[src/adc_sw_map.vh]
// Register map, field layout and timing constants of the software-started conversion unit
`ifndef ADC_SW_MAP_VH
`define ADC_SW_MAP_VH

// Register byte offsets
`define SLOTS_0_3_OFS     12'h000
`define SLOTS_4_7_OFS     12'h004
`define SLOTS_8_11_OFS    12'h008
`define START_OFS         12'h00c
`define STATUS_OFS        12'h010
`define IRQ_STATUS_OFS    12'h014
`define IRQ_MASK_OFS      12'h018
`define RESULT_BASE_OFS   12'h040
`define RESULT_LAST_OFS   12'h06c

// Slot field layout inside each byte
`define SLOT_EN_BIT       7
`define SLOT_CH_MSB       4
`define SLOT_WRITE_MASK   8'h9f
`define SLOT_COUNT        12
`define PROG_RESET        32'h00000000

// Channel select codes
`define CH_NINE           5'h09
`define CH_TEN            5'h0a
`define CH_ELEVEN         5'h0b
`define CH_TWELVE         5'h0c
`define CH_SIXTEEN        5'h10

// Interrupt status bits
`define IRQ_DONE_BIT      0
`define IRQ_RESERVED_BIT  1

// Conversion time and clock period behind the converter answer limit
`define CONV_TIME_NS      1000
`define CLK_PERIOD_NS     20
`define CONV_CYCLES       (`CONV_TIME_NS / `CLK_PERIOD_NS)

`endif

[src/adc_sw_trigger.v]
// Software trigger program registers, conversion sequencer and APB slave
//
// Contract
// Software starts a conversion sequence directly, and the program slots decide what is converted.
// Twelve 8-bit slots numbered 0 to 11 are packed four to each 32-bit program register.
// A slot takes part in a software conversion only while its enable bit is 1.
// Each slot holds a 5-bit channel select choosing the analog input sampled.
// Codes 9, 10, 11, 12 and 16 pick inputs nine, ten, eleven, twelve and sixteen; others are reserved.
// The result of slot n lands in conversion result register n.
// Completion of the software sequence raises the software conversion done interrupt.
// Slot 4k+j sits in byte j with enable at the top bit, channel in the low five, middle bits zero, reset zero.
// Enabled slots are converted in ascending order and disabled slots leave their results alone.
`include "adc_sw_map.vh"
`default_nettype none

module adc_sw_trigger
(
  // Clock and reset
  input  wire        ref_clk,
  input  wire        rst_b,
  // APB slave
  input  wire        psel,
  input  wire        penable,
  input  wire        pwrite,
  input  wire [11:0] paddr,
  input  wire [31:0] pwdata,
  output reg  [31:0] prdata,
  output reg         pready,
  output reg         pslverr,
  // Analog converter
  output reg  [4:0]  conv_channel,
  output reg         conv_start,
  input  wire        conv_done,
  input  wire [11:0] conv_data,
  // Interrupt
  output reg         software_conversion_done_irq
);

  ////////////////////////////////////////////////////////////////////////////
  // State encoding
  localparam [3:0] ST_IDLE = 4'b0001;
  localparam [3:0] ST_SCAN = 4'b0010;
  localparam [3:0] ST_CONV = 4'b0100;
  localparam [3:0] ST_DONE = 4'b1000;
  // Converter answer limit; a silent converter cannot stall the sequence
  localparam [31:0] CONV_LIMIT = `CONV_CYCLES * 4;

  ////////////////////////////////////////////////////////////////////////////
  // Declarations
  reg  [95:0] prog;
  reg  [3:0]  state;
  reg  [3:0]  next_state;
  reg  [3:0]  cur_idx;
  reg  [3:0]  scan_from;
  reg  [1:0]  irq_status;
  reg  [1:0]  irq_mask;
  reg         done_sync1;
  reg         done_sync2;
  reg         done_prev;
  reg  [11:0] data_sync1;
  reg  [11:0] data_sync2;
  reg  [15:0] tmo_cnt;
  reg         res_wr;
  wire        found;
  wire [3:0]  slot_idx;
  wire [4:0]  slot_channel;
  wire        slot_reserved;
  wire [11:0] res_rd;
  wire        acc;
  wire        wr_acc;
  wire        rd_acc;
  wire        start_req;
  wire        done_edge;
  wire        seq_end;
  wire        skip_event;
  wire        conv_end;
  wire [1:0]  irq_clear;
  wire [1:0]  irq_event;
  reg  [31:0] rd_mux;
  reg         addr_bad;

  // Mask writable bits of one register: keep enable and channel only
  function [31:0] prog_mask;
    input [31:0] v;
    begin
      prog_mask = v & {4{`SLOT_WRITE_MASK}};
    end
  endfunction

  // Result register index from a byte address; the result block sits on a
  // 64-byte boundary, so address bits 5:2 are the slot number
  function [3:0] res_index;
    input [11:0] a;
    begin
      res_index = a[5:2];
    end
  endfunction

  ////////////////////////////////////////////////////////////////////////////
  // Bus decode
  assign acc       = psel && penable && pready;
  assign wr_acc    = acc && pwrite && !addr_bad;
  assign rd_acc    = acc && !pwrite && !addr_bad;
  // A start is only honoured while idle; the sequencer ignores it otherwise
  assign start_req = wr_acc && (paddr == `START_OFS) && pwdata[0];

  // Read data mux and address check
  always @*
  begin
    rd_mux   = 32'h00000000;
    addr_bad = 1'b0;
    case (paddr)
      `SLOTS_0_3_OFS:  rd_mux = prog[31:0];
      `SLOTS_4_7_OFS:  rd_mux = prog[63:32];
      `SLOTS_8_11_OFS: rd_mux = prog[95:64];
      `START_OFS:      rd_mux = 32'h00000000;
      `STATUS_OFS:     rd_mux = {27'h0000000, (state != ST_IDLE), cur_idx};
      `IRQ_STATUS_OFS: rd_mux = {30'h00000000, irq_status};
      `IRQ_MASK_OFS:   rd_mux = {30'h00000000, irq_mask};
      default:
      begin
        if (paddr >= `RESULT_BASE_OFS && paddr <= `RESULT_LAST_OFS && paddr[1:0] == 2'b00)
          rd_mux = {20'h00000, res_rd};
        else
          addr_bad = 1'b1;
      end
    endcase
  end

  // APB answer: one wait state, error on unmapped address
  // Read data is zero outside reads, so a stale word never reaches the bus
  always @(posedge ref_clk or negedge rst_b)
  begin
    if (!rst_b)
    begin
      pready  <= 1'b0;
      pslverr <= 1'b0;
      prdata  <= 32'h00000000;
    end
    else
    begin
      pready  <= psel && !pready && penable;
      pslverr <= psel && !pready && penable && addr_bad;
      prdata  <= (psel && !pwrite && !addr_bad) ? rd_mux : 32'h00000000;
    end
  end

  ////////////////////////////////////////////////////////////////////////////
  // Program registers, four slots per word
  // Reserved middle bits are dropped on write and read back as zero
  always @(posedge ref_clk or negedge rst_b)
  begin
    if (!rst_b)
      prog <= {3{`PROG_RESET}};
    else if (wr_acc)
    begin
      if (paddr == `SLOTS_0_3_OFS)
        prog[31:0]  <= prog_mask(pwdata);
      if (paddr == `SLOTS_4_7_OFS)
        prog[63:32] <= prog_mask(pwdata);
      if (paddr == `SLOTS_8_11_OFS)
        prog[95:64] <= prog_mask(pwdata);
    end
  end

  ////////////////////////////////////////////////////////////////////////////
  // Converter done and data pass two flip-flops
  // Data is taken two cycles after done rises, when it has long settled
  always @(posedge ref_clk or negedge rst_b)
  begin
    if (!rst_b)
    begin
      done_sync1 <= 1'b0;
      done_sync2 <= 1'b0;
      done_prev  <= 1'b0;
      data_sync1 <= 12'h000;
      data_sync2 <= 12'h000;
    end
    else
    begin
      done_sync1 <= conv_done;
      done_sync2 <= done_sync1;
      done_prev  <= done_sync2;
      data_sync1 <= conv_data;
      data_sync2 <= data_sync1;
    end
  end

  assign done_edge = done_sync2 && !done_prev;

  ////////////////////////////////////////////////////////////////////////////
  // Next enabled slot search
  slot_decode u_slot_decode
  (
    .prog          (prog),
    .from_idx      (scan_from),
    .found         (found),
    .slot_idx      (slot_idx),
    .slot_channel  (slot_channel),
    .slot_reserved (slot_reserved)
  );

  // Sequencer next state: scan for a slot, convert it, scan again from the
  // slot after it, and end once no enabled slot is left
  always @*
  begin
    next_state = state;
    case (state)
      ST_IDLE:
      begin
        if (start_req)
          next_state = ST_SCAN;
      end
      ST_SCAN:
      begin
        // A reserved code stays here one cycle while the scan steps past it
        if (found && !slot_reserved)
          next_state = ST_CONV;
        else if (!found)
          next_state = ST_DONE;
      end
      ST_CONV:
      begin
        if (conv_end)
        begin
          if (cur_idx == 4'd11)
            next_state = ST_DONE;
          else
            next_state = ST_SCAN;
        end
      end
      ST_DONE:
      begin
        next_state = ST_IDLE;
      end
      default:
      begin
        next_state = ST_IDLE;
      end
    endcase
  end

  // Conversion ends on a done edge or when the answer limit runs out
  assign conv_end   = done_edge || (tmo_cnt == 16'h0000);
  assign seq_end    = (state == ST_DONE);
  assign skip_event = (state == ST_SCAN) && found && slot_reserved;

  // Sequencer registers: walk slots upward, skip disabled ones
  always @(posedge ref_clk or negedge rst_b)
  begin
    if (!rst_b)
    begin
      state        <= ST_IDLE;
      cur_idx      <= 4'h0;
      scan_from    <= 4'h0;
      conv_channel <= 5'h00;
      conv_start   <= 1'b0;
      res_wr       <= 1'b0;
      tmo_cnt      <= 16'h0000;
    end
    else
    begin
      state      <= next_state;
      conv_start <= 1'b0;
      res_wr     <= 1'b0;
      case (state)
        ST_IDLE:
        begin
          scan_from <= 4'h0;
        end
        ST_SCAN:
        begin
          if (found && !slot_reserved)
          begin
            cur_idx      <= slot_idx;
            conv_channel <= slot_channel;
            conv_start   <= 1'b1;
            tmo_cnt      <= CONV_LIMIT[15:0];
          end
          else if (found)
            scan_from <= slot_idx + 4'd1; // reserved code: skip slot
        end
        ST_CONV:
        begin
          tmo_cnt <= tmo_cnt - 16'h0001;
          if (done_edge)
            res_wr <= 1'b1;
          if (conv_end)
            scan_from <= cur_idx + 4'd1;
        end
        default:
        begin
          scan_from <= 4'h0;
        end
      endcase
    end
  end

  ////////////////////////////////////////////////////////////////////////////
  // Result registers indexed by slot number
  result_store u_result_store
  (
    .ref_clk (ref_clk),
    .rst_b   (rst_b),
    .wr_en   (res_wr),
    .wr_idx  (cur_idx),
    .wr_data (data_sync2),
    .rd_idx  (res_index(paddr)),
    .rd_data (res_rd)
  );

  ////////////////////////////////////////////////////////////////////////////
  // Only bits returned by the read are cleared, so an event that lands
  // between data capture and the access edge is kept
  assign irq_clear = (rd_acc && paddr == `IRQ_STATUS_OFS) ? prdata[1:0] : 2'b00;
  assign irq_event = {skip_event, seq_end};

  // Sticky interrupt status; set wins over read clear
  always @(posedge ref_clk or negedge rst_b)
  begin
    if (!rst_b)
    begin
      irq_status                   <= 2'b00;
      irq_mask                     <= 2'b00;
      software_conversion_done_irq <= 1'b0;
    end
    else
    begin
      irq_status <= (irq_status & ~irq_clear) | irq_event;
      if (wr_acc && paddr == `IRQ_MASK_OFS)
        irq_mask <= pwdata[1:0];
      software_conversion_done_irq <= |(irq_status & irq_mask);
    end
  end

endmodule // adc_sw_trigger

`default_nettype wire

[src/slot_decode.v]
// Picks the next enabled slot at or after a start index and checks its channel code
`include "adc_sw_map.vh"
`default_nettype none

module slot_decode
(
  // Slot programming
  input  wire [95:0] prog,
  input  wire [3:0]  from_idx,
  // Result of the search
  output reg         found,
  output reg  [3:0]  slot_idx,
  output reg  [4:0]  slot_channel,
  output reg         slot_reserved
);

  // Lowest enabled slot not below from_idx
  integer i;
  always @*
  begin
    found         = 1'b0;
    slot_idx      = 4'h0;
    slot_channel  = 5'h00;
    slot_reserved = 1'b0;
    for (i = `SLOT_COUNT - 1; i >= 0; i = i - 1)
    begin
      if (prog[i*8 + `SLOT_EN_BIT] && (i[3:0] >= from_idx))
      begin
        found        = 1'b1;
        slot_idx     = i[3:0];
        slot_channel = prog[i*8 +: 5];
      end
    end
    // Reserved codes are flagged, never mapped to a pin
    case (slot_channel)
      `CH_NINE, `CH_TEN, `CH_ELEVEN, `CH_TWELVE, `CH_SIXTEEN: slot_reserved = 1'b0;
      default: slot_reserved = found;
    endcase
  end

endmodule // slot_decode

`default_nettype wire

[src/result_store.v]
// Twelve conversion result registers, one per program slot
`include "adc_sw_map.vh"
`default_nettype none

module result_store
(
  // Clock and reset
  input  wire        ref_clk,
  input  wire        rst_b,
  // Write port from the sequencer
  input  wire        wr_en,
  input  wire [3:0]  wr_idx,
  input  wire [11:0] wr_data,
  // Read port to the bus
  input  wire [3:0]  rd_idx,
  output wire [11:0] rd_data
);

  reg [11:0] result_mem [0:11];
  integer k;

  // Only the addressed slot's result changes
  always @(posedge ref_clk or negedge rst_b)
  begin
    if (!rst_b)
    begin
      for (k = 0; k < `SLOT_COUNT; k = k + 1)
        result_mem[k] <= 12'h000;
    end
    else if (wr_en && (wr_idx < 4'd12))
      result_mem[wr_idx] <= wr_data;
  end

  assign rd_data = (rd_idx < 4'd12) ? result_mem[rd_idx] : 12'h000;

endmodule // result_store

`default_nettype wire

[config.mk]
export PLATFORM = sky130hd
export DESIGN_NAME = adc_sw_trigger
export DESIGN_NICKNAME = d
export VERILOG_FILES = /design/src/adc_sw_trigger.v /design/src/slot_decode.v /design/src/result_store.v
export VERILOG_INCLUDE_DIRS = /design/src
export SDC_FILE = /design/constraint.sdc
export NUM_CORES = 1
export LEC_CHECK = 0
export ABC_CLOCK_PERIOD_IN_PS = 3200
export BUFFER_PORTS_ARGS = -buffer_cell sky130_fd_sc_hd__buf_4
export CORE_MARGIN = 10
export CORE_UTILIZATION = 45
export CTS_BUF_LIST = sky130_fd_sc_hd__clkbuf_8
export DETAILED_ROUTE_END_ITERATION = 7
export PLACE_DENSITY = 0.69
export SYNTH_ARGS = -nofsm -noshare
export SYNTH_HDL_FRONTEND = slang
export SYNTH_SLANG_ARGS = --single-unit
[constraint.sdc]
create_clock -name ref_clk -period 3.2 [get_ports ref_clk]
set_input_delay 0.16 -clock ref_clk [delete_from_list [all_inputs] [get_ports ref_clk]]
set_output_delay 0.16 -clock ref_clk [all_outputs]
set_load 0.01 [all_outputs]
==> results.md <==
* Gr ovfl total at 0
* Die X at 201 um
* Cells on worst reg2reg path at 12
* 1st-iter DRT viols at 702
* Mean area per synthesized cell at 12.3 um2
* Worst Hold Class: input pin to flop
* Reg-to-Reg End: scan_from[1]$_DFFE_PN0P_
* Port buffer count at 88
* Minimum clock period at 3.08 ns
* Main flop type after synthesis: dfrtp_1
* Fin area at 0.0180 mm2
* P_leak at 8.85 nW
* CTS root buf: clkbuf_8
* Largest net degree at the start of global routing at 98
* Fraction of registers with async set/reset at 100%
* Final-report hold violation count at 0
* Worst endpoint required time at 3.66 ns
* Fmax at 0.324 GHz
* Max cap viols at 0
* Most Frequent Cell on Critical Path: buf_4
* Post-DR vias/cell at 5.58
* Worst-margin pin slew at 0.867 ns
* Commonest non-fill, non-tap cell in the layout: dfrtp_1
* All-Layer GR Usage at 19.7%
* Synth Warn # at 0
* Antenna-violating nets left at 0
* Critical path class: flop to flop
* Crit path DAT at 3.55 ns
* Per-cell routed wire length at 21.1 um
* WP buf/inv at 3
* RePlAce Congestion at 0.960
* Initial antenna violation count at 0
* Detailed Routing Iterations Pass 1 at 5
* Status: completed
* CTS tree: yes
* Post-Route WL at 39700 um
* Rows at 66
* Hold Path Sink: pslverr$_DFF_PN0_
* Type of origin of the critical path: flop
* Placement Cell Area at 0.0164 mm2
* Vias at 10.5k
* Final period util at 96.4%
* Register area share after synthesis at 52.9%
* Setup TNS at 0 ns
* Post-synthesis mux area share at 25.6%
* Crit end category: flop
* Clock Latency Late Sink at 0.62 ns
* Peak supply drop at 311 uV
* Setup bufs post-CTS at 0
* I/O pin cnt at 103
* Xor and xnor area share after synthesis at 0.298%
* Diode count at 0
* Power density cells at 446 mW/mm2
* Clock skew at 0.0350 ns
* Post-synthesis cell type count at 79
* Register bit total from synthesis at 311
* Share of cells above drive strength 1 at 39.3%
* Most frequent cells in the layout: dfrtp_1 (308), mux2_2 (221), buf_4 (188)
* Vias in the first global route at 11.1k
* Synth Area in Adders at 0.170%
* Post-synthesis compound-gate area fraction at 8.50%
* Synthesized cell area at 0.0147 mm2
* Final setup viols at 0
* Reg-to-reg startpoint: scan_from[1]$_DFFE_PN0P_
* Area growth syn-to-layout at 22.6%
* CTS Sinks at 311
* CTS buffer count at 53
* Core Box Area at 0.0324 mm2
* DR DRC count at 0
* Post-synthesis instance total at 1191
* Min-Delay Path Depth at 4
* Worst reg2reg setup slack at 0.12 ns
* Reg clk slew, reported paths at 0.06 ns
* Final Max Slew Viols at 0
* Starting Density at 45.4%
* First-pass GRT wire length at 63100 um
* Main combinational cell family by area after synthesis: multiplexers
* Die H at 201 um
* Simple-gate area share of the yosys netlist at 9.56%
* Critical Path Slowest Stage Cell: dfrtp_1
* RSZ-0062 raised after global routing: yes
* Layout net count at 1463
* Post-detail-place hpwl at 27300 um
* Cell family with the largest share of critical-path delay: simple AND/OR/NAND/NOR gates
* Crit-path cells: buf_4, a21boi_0, buf_4, nand2_1, o221a_2, nor3_1, a31oi_2, or2_2, nor3_1, a211oi_2, buf_4, mux2_1
* HP Start: paddr[6]
* CP peak stage delay at 0.39 ns
* Normalized max-slew margin at 42.2%
* EDFF count, synth at 0
* Filler cells at 2751
* H-tree depth at 2
* Crit-path max FO at 9
* Die ar. at 0.0403 mm2
* Max Root-Sink Buffers at 3
[per-layer routing]
metal	part of all wire, %	up-vias	global-route usage, %
met5	0	-	0
li1	-	4788	-
met1	43	5368	25.4
met2	50	269	33.3
met3	4.6	88	3.08
met4	2.5	0	6.14
[registers in the layout, summed over array words and instances (netlist names)]
name and cells:
data_sync2 12, state 4, scan_from 4, res_wr 1
conv_start 1, data_sync1 12, cur_idx 4, done_sync1 1
done_prev 1, u_result_store.result_mem 144, software_conversion_done_irq 1, irq_status 2
prdata 26, pready 1, conv_channel 5, prog 72
done_sync2 1, irq_mask 2, tmo_cnt 16, pslverr 1
[metrics by stage]
stage	power [mW]	hold slack (ns)	setup WS [ns]	util, %	std cells
final	8.03	0.0786	0.116	55.7	1883
after global routing	8.37	0.126	-0.0484	55.7	1883
after CTS	8.11	0.0423	-0.0477	55.4	1883
after detailed placement	4.56	0.253	-0.0897	50.8	1745
after global placement	4.55	0.235	-0.115	50.8	1745
after floorplan	4.28	-0.136	0.247	-	1196
[cells in the mapped netlist (13+ instances only)]
library cell	n	area (um2)
a21oi_1	39	195
and3_1	13	81.3
buf_1	17	63.8
clkbuf_1	53	199
dfrtp_1	310	7760
inv_1	14	52.6
mux2_2	221	2490
mux2i_1	39	390
mux4_2	36	811
nand2_1	68	255
nand3_1	19	95.1
nor2_1	84	315
nor2b_1	14	87.6
nor3_1	31	155
o21ai_0	37	185
[what timing repair did]
item / CTS / global route
hold endpoints to repair: 182 / 0
gates resized for setup: 2 / 25
hold buffers: 41 / 0
cloned: 0 / 0
endpoints found under the setup margin: 9 / 28
[worst min-delay path, cell delays in order]
cell and delay [ns]:
buf_4 0.13, nor2_1 0.10, a211oi_1 0.09, nor3_1 0.14
[kinds of logic after synthesis]
family | count (synthesis)
compound gates | 179
xor+xnor | 5
fa+ha+maj | 2
buf+inv | 101
flops | 311
mux | 303
other cells | 1
simple gates | 289
[worst max path at each step]
stage | from | end | cells after the start
after floorplan | scan_from[3]$_DFFE_PN0P_ | scan_from[0]$_DFFE_PN0P_ | 11
after detailed placement | scan_from[3]$_DFFE_PN0P_ | scan_from[3]$_DFFE_PN0P_ | 11
after global placement | scan_from[3]$_DFFE_PN0P_ | scan_from[3]$_DFFE_PN0P_ | 11
final | scan_from[1]$_DFFE_PN0P_ | scan_from[1]$_DFFE_PN0P_ | 12
after global routing | scan_from[1]$_DFFE_PN0P_ | scan_from[1]$_DFFE_PN0P_ | 13
after CTS | scan_from[3]$_DFFE_PN0P_ | conv_channel[4]$_DFFE_PN0P_ | 13
[area by class of cell]
| cell class | instances | area [um2] | share of cell area, % |
|---|---|---|---|
| Sequential cell | 311 | 7790 | 43.2 |
| Tap cell | 442 | 553 | 3.07 |
| Timing Repair Buffer | 235 | 1940 | 10.7 |
| Clock buffer | 67 | 922 | 5.12 |
| Multi-Input combinational cell | 784 | 6640 | 36.8 |
| Clock inverter | 30 | 134 | 0.743 |
| Inverter | 14 | 52.6 | 0.292 |
[where the power goes]
group / internal (mW) / switching, mW
logic: 0.216 / 0.289
registers: 3.97 / 0.0531
clock network: 1.88 / 1.62
Note: power is estimated with default switching activity, not from simulation.
